==> src/rtl/twp_pkg.sv <==
/*
 * Shared constants and types for the two-word prefix decoder: fixed tag
 * values, field bit positions, condition codes and operand kinds.
 * Assumes prefix words are 16 bits wide, first word first.
 */
`default_nettype none

package twp_pkg;

	// Word geometry
	localparam int WORD_W = 16;            // Width of one prefix word
	localparam int SLOT_N = 6;             // Four data slots, two address slots
	localparam int DATA_ARITH_UNIT_N = 4;             // Data-arithmetic units
	localparam int AGU_N  = 2;             // Address-generation units
	localparam int AOP_N  = 2;             // Operands per address unit

	// First word: fixed tag and field positions
	localparam int          W1_TAG_MSB  = 15;
	localparam int          W1_TAG_LSB  = 12;
	localparam logic [3:0]  W1_TAG_VAL  = 4'h3;
	localparam int          W1_ZERO_BIT = 8;     // Must read as zero
	localparam int          W1_AAA_MSB  = 11;
	localparam int          W1_AAA_LSB  = 9;
	localparam int          W1_H_BIT    = 7;     // Address unit 0 primary
	localparam int          W1_TS_BIT   = 6;     // Address unit 1 secondary
	localparam int          W1_HS_BIT   = 5;     // Address unit 0 secondary
	localparam int          W1_EARLY_BIT = 4;    // Early loop marker
	localparam int          W1_END_BIT  = 3;     // End loop marker
	localparam int          W1_CCC_MSB  = 2;
	localparam int          W1_CCC_LSB  = 0;

	// Second word: fixed tag and field positions
	localparam int          W2_TAG_MSB  = 15;
	localparam int          W2_TAG_LSB  = 13;
	localparam logic [2:0]  W2_TAG_VAL  = 3'h5;
	localparam int          W2_TP_BIT   = 8;     // Address unit 1 primary
	// Data unit u extension bits sit at {HI+u, MID+u, LO+u}, first-named MSB
	localparam int          W2_DX_HI    = 9;
	localparam int          W2_DX_MID   = 4;
	localparam int          W2_DX_LO    = 0;

	// Group count escape codes and instruction word offset
	localparam logic [2:0]  AAA_ESC_MAX = 3'h1;  // Counts 0 and 1 escape
	localparam logic [2:0]  PFX_WORDS_M1 = 3'h1; // Prefix words minus one

	// Set condition codes
	localparam logic [2:0]  CC_ALWAYS   = 3'h0;
	localparam logic [2:0]  CC_SPLIT    = 3'h1;
	localparam logic [2:0]  CC_ALL_T    = 3'h2;
	localparam logic [2:0]  CC_ALL_F    = 3'h3;
	localparam logic [2:0]  CC_RSV_A    = 3'h4;
	localparam logic [2:0]  CC_RSV_B    = 3'h5;
	localparam logic [2:0]  CC_FIRST_T  = 3'h6;
	localparam logic [2:0]  CC_FIRST_F  = 3'h7;

	// Slot order: bit0..3 data slots 0..3, bit4..5 address slots 0..1
	localparam logic [5:0]  SLOTS_ALL   = 6'h3f;
	localparam logic [5:0]  SLOTS_NONE  = 6'h00;
	localparam logic [5:0]  SLOTS_GRP0  = 6'h15; // Data 0, data 2, address 0

	// Data operand count of the instruction in a data slot
	typedef enum logic [1:0] {DOP_ONE, DOP_TWO, DOP_THREE, DOP_FOUR} twp_dop_t;

	// How an address-unit operand field is encoded
	typedef enum logic [2:0] {
		AK_PTR,       // Three-bit pointer field
		AK_WIDE,      // Four-bit register field
		AK_CTRLDATA,  // Data operand of long control-register move
		AK_OTHER,     // Any other operand
		AK_GROUP,     // Register pair or group field
		AK_INDEX      // Index pointer of pointer-plus-register mode
	} twp_akind_t;

endpackage

`default_nettype wire

==> src/rtl/twp_decoder.sv <==
/*
 * Two-word prefix decoder. Recognises the prefix pair offered by the
 * dispatcher, extracts count, condition, loop markers and bank bits, and
 * registers slot enables and extended register numbers one cycle later.
 * Assumes the dispatcher offers both words, the set-start flag, the true
 * flag and the slot operand fields together, on clk, for one cycle.
 */
`timescale 1ns/10ps
`default_nettype none

module twp_decoder
	import twp_pkg::*;
#(
	parameter int DUNITS = DATA_ARITH_UNIT_N,        // Data-arithmetic units
	parameter int AUNITS = AGU_N          // Address-generation units
)
(
	input  wire logic                          clk,
	input  wire logic                          rst_b,
	input  wire logic                          setValid,
	input  wire logic                          setStart,
	input  wire logic                          tFlag,
	input  wire logic [WORD_W-1:0]             firstWord,
	input  wire logic [WORD_W-1:0]             secondWord,
	input  wire logic [DUNITS-1:0][1:0]        daluForm,
	input  wire logic [DUNITS-1:0][2:0]        daluFieldA,
	input  wire logic [DUNITS-1:0][2:0]        daluFieldB,
	input  wire logic [DUNITS-1:0][2:0]        daluFieldC,
	input  wire logic [AUNITS-1:0][AOP_N-1:0][2:0] aguKind,
	input  wire logic [AUNITS-1:0][AOP_N-1:0][3:0] aguCode,
	output logic                               decodeValid,
	output logic                               prefixHit,
	output logic                               prefixConsumed,
	output logic [2:0]                         groupCount,
	output logic [2:0]                         instrWords,
	output logic                               escapeCode,
	output logic                               reservedPlace,
	output logic                               reservedCond,
	output logic                               loopEndMarker,
	output logic                               loopEarlyMarker,
	output logic [SLOT_N-1:0]                  slotEnable,
	output logic [DUNITS-1:0][3:0]             daluRegA,
	output logic [DUNITS-1:0][3:0]             daluRegB,
	output logic [DUNITS-1:0][3:0]             daluRegC,
	output logic [AUNITS-1:0][AOP_N-1:0][3:0]  aguReg
);

	// Slot enables for one condition code and true flag
	function automatic logic [SLOT_N-1:0] cond_slots(
		input logic [2:0] code,
		input logic       tVal
	);
		logic [SLOT_N-1:0] grp;
		grp = tVal ? SLOTS_GRP0 : ~SLOTS_GRP0;
		case (code)
			CC_ALWAYS:  cond_slots = SLOTS_ALL;
			CC_ALL_T:   cond_slots = tVal ? SLOTS_ALL : SLOTS_NONE;
			CC_ALL_F:   cond_slots = tVal ? SLOTS_NONE : SLOTS_ALL;
			CC_SPLIT:   cond_slots = grp;
			CC_FIRST_T: cond_slots = tVal ? SLOTS_ALL : ~SLOTS_GRP0;
			CC_FIRST_F: cond_slots = tVal ? ~SLOTS_GRP0 : SLOTS_ALL;
			// Reserved codes simply run everything; no trap is raised
			default:    cond_slots = SLOTS_ALL;
		endcase
	endfunction

	// Field views of the offered words
	logic              tagHit;           // Both fixed tags match and the zero bit is clear
	logic [2:0]        cntField;         // Group count field
	logic [2:0]        condField;        // Set condition field
	logic [AUNITS-1:0] aguPrimary;       // Primary bank bit per unit
	logic [AUNITS-1:0] aguSecondary;     // Secondary bank bit per unit
	logic [DUNITS-1:0][2:0] daluExt;     // Extension field per data unit

	// Recognise the prefix by its fixed bits
	always_comb
	begin
		tagHit = (firstWord[W1_TAG_MSB:W1_TAG_LSB] == W1_TAG_VAL)
			&& !firstWord[W1_ZERO_BIT]
			&& (secondWord[W2_TAG_MSB:W2_TAG_LSB] == W2_TAG_VAL);
		cntField  = firstWord[W1_AAA_MSB:W1_AAA_LSB];
		condField = firstWord[W1_CCC_MSB:W1_CCC_LSB];
	end

	// Bank bits; a word that is not a prefix extends nothing
	always_comb
	begin
		aguPrimary   = '0;
		aguSecondary = '0;
		if (tagHit)
		begin
			aguPrimary[0]   = firstWord[W1_H_BIT];
			aguSecondary[0] = firstWord[W1_HS_BIT];
			aguPrimary[1]   = secondWord[W2_TP_BIT];
			aguSecondary[1] = firstWord[W1_TS_BIT];
		end
	end

	// Each data unit reads its own three bits, first-named on top
	always_comb
	begin
		daluExt = '0;
		for (int u = 0; u < DUNITS; u++)
		begin
			if (tagHit)
				daluExt[u] = {secondWord[W2_DX_HI + u],
					secondWord[W2_DX_MID + u],
					secondWord[W2_DX_LO + u]};
		end
	end

	// Combinational extended register numbers from the helpers
	logic [DUNITS-1:0][3:0]            extA;    // Data operand A
	logic [DUNITS-1:0][3:0]            extB;    // Data operand B
	logic [DUNITS-1:0][3:0]            extC;    // Data operand C
	logic [AUNITS-1:0][AOP_N-1:0][3:0] extAgu;  // Address operands

	// One data helper per unit
	for (genvar u = 0; u < DUNITS; u++)
	begin : g_data_arith_unit
		twp_data_arith_unit_ext u_data_arith_unit (
			.extBits (daluExt[u]),
			.opForm  (twp_dop_t'(daluForm[u])),
			.fieldA  (daluFieldA[u]),
			.fieldB  (daluFieldB[u]),
			.fieldC  (daluFieldC[u]),
			.regA    (extA[u]),
			.regB    (extB[u]),
			.regC    (extC[u])
		);
	end

	// One address helper per operand of each unit
	for (genvar a = 0; a < AUNITS; a++)
	begin : g_agu
		for (genvar k = 0; k < AOP_N; k++)
		begin : g_op
			twp_agu_ext u_agu (
				.primaryExt   (aguPrimary[a]),
				.secondaryExt (aguSecondary[a]),
				.fieldKind    (twp_akind_t'(aguKind[a][k])),
				.regCode      (aguCode[a][k]),
				.regOut       (extAgu[a][k])
			);
		end
	end

	// Next values of the registered decode
	logic                              next_decodeValid;
	logic                              next_prefixHit;
	logic                              next_prefixConsumed;
	logic [2:0]                        next_groupCount;
	logic [2:0]                        next_instrWords;
	logic                              next_escapeCode;
	logic                              next_reservedPlace;
	logic                              next_reservedCond;
	logic                              next_loopEndMarker;
	logic                              next_loopEarlyMarker;
	logic [SLOT_N-1:0]                 next_slotEnable;
	logic [DUNITS-1:0][3:0]            next_daluRegA;
	logic [DUNITS-1:0][3:0]            next_daluRegB;
	logic [DUNITS-1:0][3:0]            next_daluRegC;
	logic [AUNITS-1:0][AOP_N-1:0][3:0] next_aguReg;

	// Decode step: fields held until the next offered set
	always_comb
	begin
		next_decodeValid     = setValid;
		next_prefixHit       = prefixHit;
		next_prefixConsumed  = 1'b0;
		next_groupCount      = groupCount;
		next_instrWords      = instrWords;
		next_escapeCode      = escapeCode;
		next_reservedPlace   = reservedPlace;
		next_reservedCond    = reservedCond;
		next_loopEndMarker   = loopEndMarker;
		next_loopEarlyMarker = loopEarlyMarker;
		next_slotEnable      = slotEnable;
		next_daluRegA        = daluRegA;
		next_daluRegB        = daluRegB;
		next_daluRegC        = daluRegC;
		next_aguReg          = aguReg;
		if (setValid)
		begin
			next_prefixHit      = tagHit;
			// Both words are swallowed here, no slot ever sees them
			next_prefixConsumed = tagHit;
			next_daluRegA       = extA;
			next_daluRegB       = extB;
			next_daluRegC       = extC;
			next_aguReg         = extAgu;
			if (tagHit)
			begin
				next_groupCount = cntField;
				// Escape counts announce more prefix words, not a size
				next_escapeCode = setStart
					&& (cntField <= AAA_ESC_MAX);
				next_instrWords = next_escapeCode ? 3'h0
					: cntField - PFX_WORDS_M1;
				// Mid-set placement is flagged, never treated as padding
				next_reservedPlace = !setStart;
				next_reservedCond  = (condField == CC_RSV_A)
					|| (condField == CC_RSV_B);
				// Markers are passed through to loop control as written
				next_loopEndMarker   = firstWord[W1_END_BIT];
				next_loopEarlyMarker = firstWord[W1_EARLY_BIT];
				next_slotEnable = cond_slots(condField, tFlag);
			end
			else
			begin
				next_groupCount      = 3'h0;
				next_instrWords      = 3'h0;
				next_escapeCode      = 1'b0;
				next_reservedPlace   = 1'b0;
				next_reservedCond    = 1'b0;
				next_loopEndMarker   = 1'b0;
				next_loopEarlyMarker = 1'b0;
				next_slotEnable      = SLOTS_ALL;
			end
		end
	end

	// Register stage; all outputs come from here
	always_ff @(posedge clk or negedge rst_b)
	begin
		if (!rst_b)
		begin
			decodeValid     <= 1'b0;
			prefixHit       <= 1'b0;
			prefixConsumed  <= 1'b0;
			groupCount      <= 3'h0;
			instrWords      <= 3'h0;
			escapeCode      <= 1'b0;
			reservedPlace   <= 1'b0;
			reservedCond    <= 1'b0;
			loopEndMarker   <= 1'b0;
			loopEarlyMarker <= 1'b0;
			slotEnable      <= SLOTS_ALL;
			daluRegA        <= '0;
			daluRegB        <= '0;
			daluRegC        <= '0;
			aguReg          <= '0;
		end
		else
		begin
			decodeValid     <= next_decodeValid;
			prefixHit       <= next_prefixHit;
			prefixConsumed  <= next_prefixConsumed;
			groupCount      <= next_groupCount;
			instrWords      <= next_instrWords;
			escapeCode      <= next_escapeCode;
			reservedPlace   <= next_reservedPlace;
			reservedCond    <= next_reservedCond;
			loopEndMarker   <= next_loopEndMarker;
			loopEarlyMarker <= next_loopEarlyMarker;
			slotEnable      <= next_slotEnable;
			daluRegA        <= next_daluRegA;
			daluRegB        <= next_daluRegB;
			daluRegC        <= next_daluRegC;
			aguReg          <= next_aguReg;
		end
	end

	// Helper views for the checks below
	logic       hitNow;     // Prefix offered this cycle
	logic [2:0] u0Ext;      // Unit 0 data extension bits
	logic       u0Three;    // Unit 0 holds a three-operand instruction
	logic       a1Index;    // Unit 1 operand 0 is an index pointer
	assign hitNow  = setValid && tagHit;
	assign u0Ext   = daluExt[0];
	assign u0Three = (daluForm[0] == DOP_THREE);
	assign a1Index = (aguKind[1][0] == AK_INDEX);

	property p_count;
		@(posedge clk) disable iff (!rst_b)
		hitNow && !(setStart && cntField <= AAA_ESC_MAX)
		|=> groupCount == $past(cntField)
			&& instrWords == groupCount - PFX_WORDS_M1;
	endproperty
	a_count: assert property (p_count)
		else $error("group count or word count wrong");

	property p_escape;
		@(posedge clk) disable iff (!rst_b)
		hitNow && setStart && cntField <= AAA_ESC_MAX
		|=> escapeCode && instrWords == 3'h0;
	endproperty
	a_escape: assert property (p_escape)
		else $error("escape count decoded as size");

	property p_whole;
		@(posedge clk) disable iff (!rst_b)
		hitNow && (condField == CC_ALL_T || condField == CC_ALL_F)
		|=> slotEnable == (($past(tFlag) == ($past(condField) == CC_ALL_T))
			? SLOTS_ALL : SLOTS_NONE);
	endproperty
	a_whole: assert property (p_whole)
		else $error("whole-set condition wrong");

	property p_split;
		@(posedge clk) disable iff (!rst_b)
		hitNow && condField == CC_SPLIT
		|=> slotEnable == ($past(tFlag) ? SLOTS_GRP0 : ~SLOTS_GRP0);
	endproperty
	a_split: assert property (p_split)
		else $error("split condition wrong");

	property p_first;
		@(posedge clk) disable iff (!rst_b)
		hitNow && condField == CC_FIRST_F && tFlag
		|=> (slotEnable & SLOTS_GRP0) == SLOTS_NONE
			&& (slotEnable & ~SLOTS_GRP0) == ~SLOTS_GRP0;
	endproperty
	a_first: assert property (p_first)
		else $error("first-group condition wrong");

	property p_data_arith_unit;
		@(posedge clk) disable iff (!rst_b)
		hitNow && u0Three
		|=> daluRegC[0][3] == $past(u0Ext[0])
			&& daluRegA[0][3] == $past(u0Ext[1])
			&& daluRegB[0][3] == $past(u0Ext[2]);
	endproperty
	a_data_arith_unit: assert property (p_data_arith_unit)
		else $error("data bank bit misplaced");

	property p_index;
		@(posedge clk) disable iff (!rst_b)
		setValid && a1Index |=> aguReg[1][0][3] == 1'b0;
	endproperty
	a_index: assert property (p_index)
		else $error("index pointer extended");

	property p_consume;
		@(posedge clk) disable iff (!rst_b)
		decodeValid |-> prefixConsumed == prefixHit;
	endproperty
	a_consume: assert property (p_consume)
		else $error("prefix consume mismatch");

	property p_nohit;
		@(posedge clk) disable iff (!rst_b)
		setValid && !tagHit |=> !prefixHit && slotEnable == SLOTS_ALL
			&& !loopEndMarker && !loopEarlyMarker;
	endproperty
	a_nohit: assert property (p_nohit)
		else $error("non-prefix decoded as prefix");

endmodule

`default_nettype wire

==> src/rtl/twp_data_arith_unit_ext.sv <==
/*
 * Bank extension for one data-arithmetic slot: joins the three extension
 * bits onto the three-bit register fields. Purely combinational; the
 * caller registers the results.
 */
`timescale 1ns/10ps
`default_nettype none

module twp_data_arith_unit_ext
	import twp_pkg::*;
(
	input  wire logic [2:0] extBits,   // First-named bit in the MSB
	input  wire twp_dop_t   opForm,    // Operand count of the instruction
	input  wire logic [2:0] fieldA,    // First operand field
	input  wire logic [2:0] fieldB,    // Second operand field
	input  wire logic [2:0] fieldC,    // Third operand field
	output logic      [3:0] regA,      // Extended first operand
	output logic      [3:0] regB,      // Extended second operand
	output logic      [3:0] regC       // Extended third operand
);

	// Named views of the three bits, first-named on top
	logic bitFirst;                    // Second-operand bank in 3-op form
	logic bitMid;                      // First-operand bank in 3-op form
	logic bitLast;                     // Last-operand bank
	assign bitFirst = extBits[2];
	assign bitMid   = extBits[1];
	assign bitLast  = extBits[0];

	// Each bit is a fourth, top register bit chosen per operand
	always_comb
	begin
		regA = {1'b0, fieldA};
		regB = {1'b0, fieldB};
		regC = {1'b0, fieldC};
		case (opForm)
			DOP_THREE:
			begin
				regA = {bitMid, fieldA};
				regB = {bitFirst, fieldB};
				regC = {bitLast, fieldC};
			end
			// Four-operand forms present their data pair in A and B
			DOP_TWO, DOP_FOUR:
			begin
				regA = {bitFirst, fieldA};
				regB = {bitLast, fieldB};
			end
			DOP_ONE:
				regA = {bitLast, fieldA};
			default:
				regA = {1'b0, fieldA};
		endcase
	end

endmodule

`default_nettype wire

==> src/rtl/twp_agu_ext.sv <==
/*
 * Bank extension for one address-unit operand field. Chooses between the
 * primary and secondary bit by field kind. Purely combinational; the
 * caller registers the result.
 */
`timescale 1ns/10ps
`default_nettype none

module twp_agu_ext
	import twp_pkg::*;
(
	input  wire logic       primaryExt,   // Primary bank bit of the unit
	input  wire logic       secondaryExt, // Secondary bank bit of the unit
	input  wire twp_akind_t fieldKind,    // How the field is encoded
	input  wire logic [3:0] regCode,      // Raw field, 3-bit kinds use [2:0]
	output logic      [3:0] regOut        // Extended register number
);

	// Kind decides which bit applies; a group moves as one base number
	always_comb
	begin
		regOut = regCode;
		case (fieldKind)
			AK_PTR, AK_CTRLDATA:
				regOut = {primaryExt, regCode[2:0]};
			AK_WIDE:
			begin
				// Upper codes name non-pointer registers and stay as is
				if (!regCode[3])
					regOut = {primaryExt, regCode[2:0]};
				else
					regOut = regCode;
			end
			AK_OTHER:
				regOut = {secondaryExt, regCode[2:0]};
			AK_GROUP:
				regOut = {secondaryExt, regCode[2:0]};
			AK_INDEX:
				regOut = {1'b0, regCode[2:0]};
			default:
				regOut = regCode;
		endcase
	end

endmodule

`default_nettype wire

==> config.mk <==
export PLATFORM = sky130hd
export DESIGN_NAME = twp_decoder
export DESIGN_NICKNAME = d
export VERILOG_FILES = /design/src/rtl/twp_pkg.sv /design/src/rtl/twp_decoder.sv /design/src/rtl/twp_data_arith_unit_ext.sv /design/src/rtl/twp_agu_ext.sv
export SDC_FILE = /design/constraint.sdc
export NUM_CORES = 1
export LEC_CHECK = 0
export BUFFER_PORTS_ARGS = -buffer_cell sky130_fd_sc_hd__buf_2
export CAP_MARGIN = 20
export CORE_AREA = 2 2 91 102
export CTS_CLUSTER_DIAMETER = 120
export DETAILED_ROUTE_END_ITERATION = 12
export DIE_AREA = 0 0 93 104
export PLACE_DENSITY = 0.8
export SETUP_SLACK_MARGIN = 0.1
export SYNTH_ARGS = -nofsm -noshare
export SYNTH_HDL_FRONTEND = slang
export SYNTH_HIERARCHICAL = 1
export SYNTH_SLANG_ARGS = --single-unit
==> constraint.sdc <==
create_clock -name clk -period 0.89 [get_ports clk]
set_input_delay 0.089 -clock clk [delete_from_list [all_inputs] [get_ports clk]]
set_output_delay 0.089 -clock clk [all_outputs]
set_load 0.05 [all_outputs]
==> results of run 1 <==
[worst min-delay path: stages]
cell and delay [ns]:
buf_2 0.10, nand3b_1 0.13, o2bb2ai_2 0.06
[timing repair]
item	4_1_cts	5_1_grt
setup buffers	27	19
setup endpoints to repair	124	161
pin swaps	13	13
hold buffers	53	0
resized for setup	217	46
cloned	0	0
hold endpoints to repair	130	0
[cells in the final DEF, fill, tap and decap left out, types with 4 or more instances in the layout]
cell | netlist | final
clkbuf_8 | 0 | 10
mux2_4 | 0 | 51
buf_8 | 0 | 6
or3_1 | 4 | 4
buf_12 | 0 | 4
buf_2 | 7 | 104
mux2_2 | 18 | 12
buf_6 | 2 | 114
nand2_1 | 27 | 24
o211a_1 | 4 | 4
o41ai_2 | 2 | 4
or2b_1 | 4 | 4
nor2_1 | 8 | 7
dfrtp_1 | 78 | 22
buf_4 | 53 | 32
o21ai_0 | 8 | 4
o2bb2ai_2 | 0 | 4
dfrtp_2 | 0 | 56
o21ai_1 | 4 | 6
and2_4 | 0 | 13
dlygate4sd3_1 | 0 | 52
nor2b_1 | 5 | 4
[kinds of logic after synthesis]
group | after synthesis | synth area share, %
AOI/OAI and AO/OA | 35 | 6.45
buffers and inverters | 67 | 11.9
adders and majority gates | 2 | 0.626
DFF | 80 | 50.1
and+or+nand+nor | 81 | 11.4
muxes | 69 | 19.3
xor gates and xnor gates | 1 | 0.219
[worst max path at each step]
stage               endpoint  cells past startpoint      startpoint
2_1_floorplan      aguReg[3]                      8  secondWord[13]
3_3_place_gp      aguReg[11]                      8   firstWord[14]
3_5_place_dp      aguReg[11]                      8   firstWord[14]
4_1_cts        slotEnable[0]                      1   slotEnable[4]
5_1_grt            aguReg[3]                      8   firstWord[15]
6_report       slotEnable[0]                      1   slotEnable[4]
[area by class of cell]
cell class	instances	area, µm²
Inverter	3	11.3
Timing Repair Buffer	313	2750
Multi-Input combinational cell	188	1900
Tap cell	114	143
Clock buffer	10	138
Sequential cell	80	2080
Fill cell	407	1540
Clock inverter	6	91.3
[synthesized netlist by cell type]
cell       instances  area (µm²)
a21oi_1            5        25.0
a31oi_1            2        12.5
and2_1            16         100
and4_1             1        8.76
buf_2              7        35.0
buf_4             53         398
buf_6              2        22.5
clkbuf_1           2        7.51
dfrtp_1           78        1950
dfstp_2            2        52.6
ha_1               2        25.0
inv_1              2        7.51
inv_2              1        3.75
mux2_1            47         529
mux2_2            18         203
mux2i_1            4        40.0
nand2_1           27         101
nand2b_1           1        6.26
nand3_1            2        10.0
nand3b_1           1        7.51
nand4_2            1        12.5
nor2_1             8        30.0
nor2b_1            5        31.3
nor3_1             4        20.0
nor3b_1            4        30.0
nor4b_4            1        23.8
o211a_1            4        40.0
o21ai_0            8        40.0
o21ai_1            4        20.0
o21ba_2            1        10.0
o2bb2ai_1          6        52.6
o31ai_1            1        7.51
o41ai_1            2        17.5
o41ai_2            2        32.5
or2b_1             4        30.0
or3_1              4        25.0
or3b_2             1        8.76
or4b_1             1        10.0
xnor2_1            1        8.76
[metal layers]
metal  global-route usage (%)  vias to the layer above
li1                         -                     1626
met1                     31.6                     1791
met2                     48.4                      196
met3                     6.81                       35
met4                     12.8                        0
met5                        0                        -
[stage by stage]
stage | instance area [µm²] | power [µW]
6_report | 7110 | 10400
3_3_place_gp | 5180 | 6330
3_5_place_dp | 5180 | 6390
4_1_cts | 6850 | 10200
5_1_grt | 7110 | 10700
2_1_floorplan | 4330 | 5750
[power groups by stage]
stage	sequential (µW)	combinational, µW	clock (µW)
global route	4200	3230	3320
finish	4180	3110	3120
detailed placement	4120	2270	0
CTS	4130	2920	3120
floorplan	5020	728	0
global placement	4120	2210	0
[state kept, by name, indices dropped and copies added (netlist names)]
name and count:
daluRegA 16, daluRegB 16, slotEnable 2, decodeValid 1, prefixConsumed 1, reservedCond 1, daluRegC 16, prefixHit 1
instrWords 3, loopEarlyMarker 1, escapeCode 1, loopEndMarker 1, groupCount 3, aguReg 16, reservedPlace 1
==> results_dict.tcl, run 1 <==
set metrics [dict create \
    cp_cell_sequence "buf_8" \
    r2r_start "aguReg[10]" \
    wl_met2_mm 7.60 \
    viasPerCell 5.11 \
    r2r_slack_ns -0.07 \
    grt_setup_unrepaired "yes" \
    diodes 0 \
    clock_skew_ns 0 \
    highest_layer "met4" \
    cts_root_buf "clkbuf_8" \
    crit_path_max_incr_delay_ns 0.67 \
    worst_r2r_path_depth 2 \
    cellPowerDensity_nw_per_um2 1460 \
    slew_violations 0 \
    crit_path_start_kind "flop" \
    drc 0 \
    rows 36 \
    synth_cells 335 \
    hpwlAfterDp_mm 7.19 \
    nets 706 \
    coreArea_um2 8650 \
    die_h_um 104 \
    placedCellCount 607 \
    tns_ns -18.67 \
    holdPathEnd "reservedCond" \
    drt_iter0_drc 120 \
    num_io_pins 193 \
    grt_usage_pct 27.7 \
    hold_ws_ns 0.0511 \
    syn_area_um2 4000 \
    first_global_vias 4022 \
    hold_depth 3 \
    crit_type "flop to output pin" \
    drt-pass1-iter-count 4 \
    cts_tree "yes" \
    layout_min_cycle_time_ns 1.27 \
    gp_congestion 0.762 \
    vdd_drop_max_mv 1.25 \
    maxSlewHeadroom_pct 77.2 \
    path_buf_inv 1 \
    syn_area_per_cell_um2 11.9 \
    synth_cell_types 39 \
    layoutNonFillerInstCount 714 \
    fin_ws_ns -0.379 \
    fin_crit_sh_pct 143 \
    hold_path.class "input port to flop" \
    htree_levels 3 \
    setup_viol 124 \
    grt_overflow 0 \
    path_delay_family "flip-flops" \
    cts_buffers 9 \
    met3_length_um 972 \
    syn_nets 446 \
    yosys_warnings 6 \
    drv_cap 0 \
    grt_max_degree 40 \
    wl_per_cell_um 20.1 \
    ys_seq_elements 80 \
    hold_viol 0 \
    cp.required_ns 0.80 \
    cts_sinks 80 \
    dr_total_vias 3648 \
    final_util_pct 82.2 \
    drive_gt1_share_pct 73.3 \
    placement.io_buffers 192 \
    die_w_um 93 \
    areaGrowthSynthToFinish_pct 77.8 \
    grt_antenna_before_repair 0 \
    final_antenna_net_count 0 \
    failed_checks "setup timing" \
    worst_slew_pin_slew_ns 0.338 \
    initial_core_util_pct 46.2 \
    grt_pass1_wl_mm 20.6 \
    clkPwrFrac_pct 30.0 \
    met1_length_mm 5.31 \
    worstSkewPairLatency_ns 0.36 \
    wirelength_mm 14.3 \
    r2r_end "aguReg[10]" \
    outcome "complete, but fails checks" \
    hold_path_startpoint "firstWord[1]" \
    netSwitchingFraction_pct 32.1 \
    max_freq_ghz 0.788 \
    total_leakage_power_uw 0.00347 \
    intPower_uw 7070 \
    yosysSeqAreaShare_pct 50.1 \
    clk_transition_reported_paths_ns 0.08 \
    cp_slowest_cell "dfstp_4" \
    die-area_um2 9670 \
    p_sw_uw 3340 \
    crit_path_end_kind "output pin" \
    worst_ep_arrival_time_ns 1.18 \
    combPwrFrac_pct 29.9 \
    seqPwrFrac_pct 40.2 \
    critical_path.max_fanout 4 \
    place_ws_ns -0.960 \
    cts_buffer_depth 2 \
]
(Power assumes the default switching activity.)
==> inputs of run 2 (changes only) <==
--- a/config.mk
+++ b/config.mk
@@ -12,6 +12,7 @@
 export DETAILED_ROUTE_END_ITERATION = 12
 export DIE_AREA = 0 0 93 104
 export PLACE_DENSITY = 0.8
+export RECOVER_POWER = 50
 export SETUP_SLACK_MARGIN = 0.1
 export SYNTH_ARGS = -nofsm -noshare
 export SYNTH_HDL_FRONTEND = slang
==> run 2 against run 1 <==
  * The run still ends with setup timing left
  * Worst hold slack got worse by 0.00071 ns
  * Die area did not move
  * Global-route usage unchanged
  * Cell area fell by 0.26%
  * First-iteration DRC count grew 1.7%
  * Critical endpoint unchanged
  * Critical path depth did not move
  * Highest routed layer unchanged
==> results_dict.tcl, run 2 (same netlist as run 1, synthesis figures left out) <==
set metrics [dict create \
    die_h_um 104 \
    viasPerCell 5.09 \
    fin_crit_sh_pct 143 \
    die-area_um2 9670 \
    place_ws_ns -0.960 \
    r2r_start "aguReg[10]" \
    drt_iter0_drc 122 \
    hpwlAfterDp_mm 7.19 \
    p_sw_uw 3350 \
    diodes 0 \
    final_common_cell "buf_6" \
    fin_ws_ns -0.380 \
    worst_slew_pin_slew_ns 0.366 \
    p_total_uw 10400 \
    cp.required_ns 0.80 \
    htree_levels 3 \
    drc 0 \
    num-fill-cells 413 \
    cts_sinks 80 \
    final_antenna_net_count 0 \
    cp_cell_sequence "buf_8" \
    cts_tree "yes" \
    hold_ws_ns 0.0504 \
    wirelength_mm 14.3 \
    path_buf_inv 1 \
    initial_core_util_pct 46.2 \
    worst_r2r_path_depth 2 \
    r2r_slack_ns -0.07 \
    cellPowerDensity_nw_per_um2 1470 \
    crit_path_start_kind "flop" \
    crit_end "slotEnable[0]" \
    cts_buffer_depth 2 \
    clkPwrFrac_pct 30.1 \
    placement.io_buffers 192 \
    drv_cap 0 \
    clock_skew_ns 0 \
    crit_path_end_kind "output pin" \
    areaGrowthSynthToFinish_pct 77.3 \
    drive_gt1_share_pct 73.3 \
    worstSkewPairLatency_ns 0.36 \
    drt-pass1-iter-count 4 \
    maxSlewHeadroom_pct 75.6 \
    cp_slowest_cell "dfstp_4" \
    outcome "complete, but fails checks" \
    cts_root_buf "clkbuf_8" \
    rows 36 \
    worst_ep_arrival_time_ns 1.18 \
    crit_path_max_incr_delay_ns 0.67 \
    final_cell_mix "115 x buf_6, 104 x buf_2, 56 x dfrtp_2" \
    grt_pass1_wl_mm 20.6 \
    setup_viol 124 \
    cts_buffers 9 \
    nets 706 \
    grt_usage_pct 27.7 \
    coreArea_um2 8650 \
    combPwrFrac_pct 29.8 \
    crit_cells 1 \
    r2r_end "aguReg[10]" \
    hold_path.class "input port to flop" \
    dr_total_vias 3635 \
    seqPwrFrac_pct 40.2 \
    layoutNonFillerInstCount 714 \
    placedCellCount 607 \
    max_freq_ghz 0.788 \
    grt_max_degree 40 \
    total_leakage_power_uw 0.00346 \
    netSwitchingFraction_pct 32.2 \
    grt_overflow 0 \
    wl_per_cell_um 20.1 \
    first_global_vias 4022 \
    grt_antenna_before_repair 0 \
    crit_path_start "slotEnable[4]" \
    path_delay_family "flip-flops" \
    hold_viol 0 \
    failed_checks "setup timing" \
    crit_type "flop to output pin" \
    clk_transition_reported_paths_ns 0.08 \
    vdd_drop_max_mv 1.25 \
    grt_setup_unrepaired "yes" \
    num_io_pins 193 \
    die_w_um 93 \
    critical_path.max_fanout 4 \
    slew_violations 0 \
    layout_min_cycle_time_ns 1.27 \
    intPower_uw 7050 \
    gp_congestion 0.762 \
]
run 2: cell count changes in the layout (fill, tap and decap cells not counted):
cell	delta
buf_6	+1
buf_12	-2
buf_8	+1
clkbuf_2	+2
buf_4	-2
run 2: power by group through the flow:
stage / Combinational [µW] / Clock [µW] / Sequential (µW)
2_1_floorplan: 728 / 0 / 5020
3_3_place_gp: 2210 / 0 / 4120
3_5_place_dp: 2270 / 0 / 4120
4_1_cts: 2920 / 3120 / 4130
5_1_grt: 3210 / 3320 / 4200
6_report: 3100 / 3130 / 4180
run 2: through the flow:
step	utilization [%]	TNS, ns	cell area (µm²)
finish	82.0	-18.68	7090
global route	82.0	-21.94	7090
CTS	79.2	-17.42	6850
detailed placement	60.0	-22.95	5180
global placement	60.0	-20.49	5180
floorplan	-	-9.20	4330
run 2: final cells by class:
class	count	area, µm²	area share [%]
clock buffer	10	138	1.94
inverter	3	11.3	0.159
multi-input combinational	188	1900	26.7
clock inverter	6	91.3	1.29
sequential	80	2080	29.4
timing repair buffer	313	2730	38.5
tap	114	143	2.01
run 2: repair_timing:
item                       in CTS  in global routing
buffers inserted               27                 19
setup endpoints to repair     124                161
pin swaps                      13                 13
hold endpoints to repair      130                  0
hold buffers                   53                  0
gates cloned                    0                  0
gates resized for setup       217                 46
run 2: routing by layer:
layer  global-route usage [%]  vias to the layer above  wire length (µm)
met1                     31.6                     1778              5330
met2                     48.4                      193              7580
met3                     6.81                       37               953
met5                        0                        -                 0
li1                         -                     1627                 -
met4                     12.8                        0               480
run 2: worst min path at each step:
stage          slack [ns]            end           from  cells after the start
2_1_floorplan       -0.21      aguReg[0]          rst_b                      0
3_3_place_gp        -0.05   daluRegA[10]          rst_b                      1
3_5_place_dp        -0.05   daluRegA[10]          rst_b                      1
4_1_cts             0.004  groupCount[2]  firstWord[11]                      3
5_1_grt              0.07  groupCount[2]  firstWord[11]                      3
6_report             0.05   reservedCond   firstWord[1]                      3
run 2: worst reg2reg max path, cell delays in order (launching register included):
cell and delay [ns]:
dfrtp_2 0.44, buf_6 0.13, mux2_4 0.28
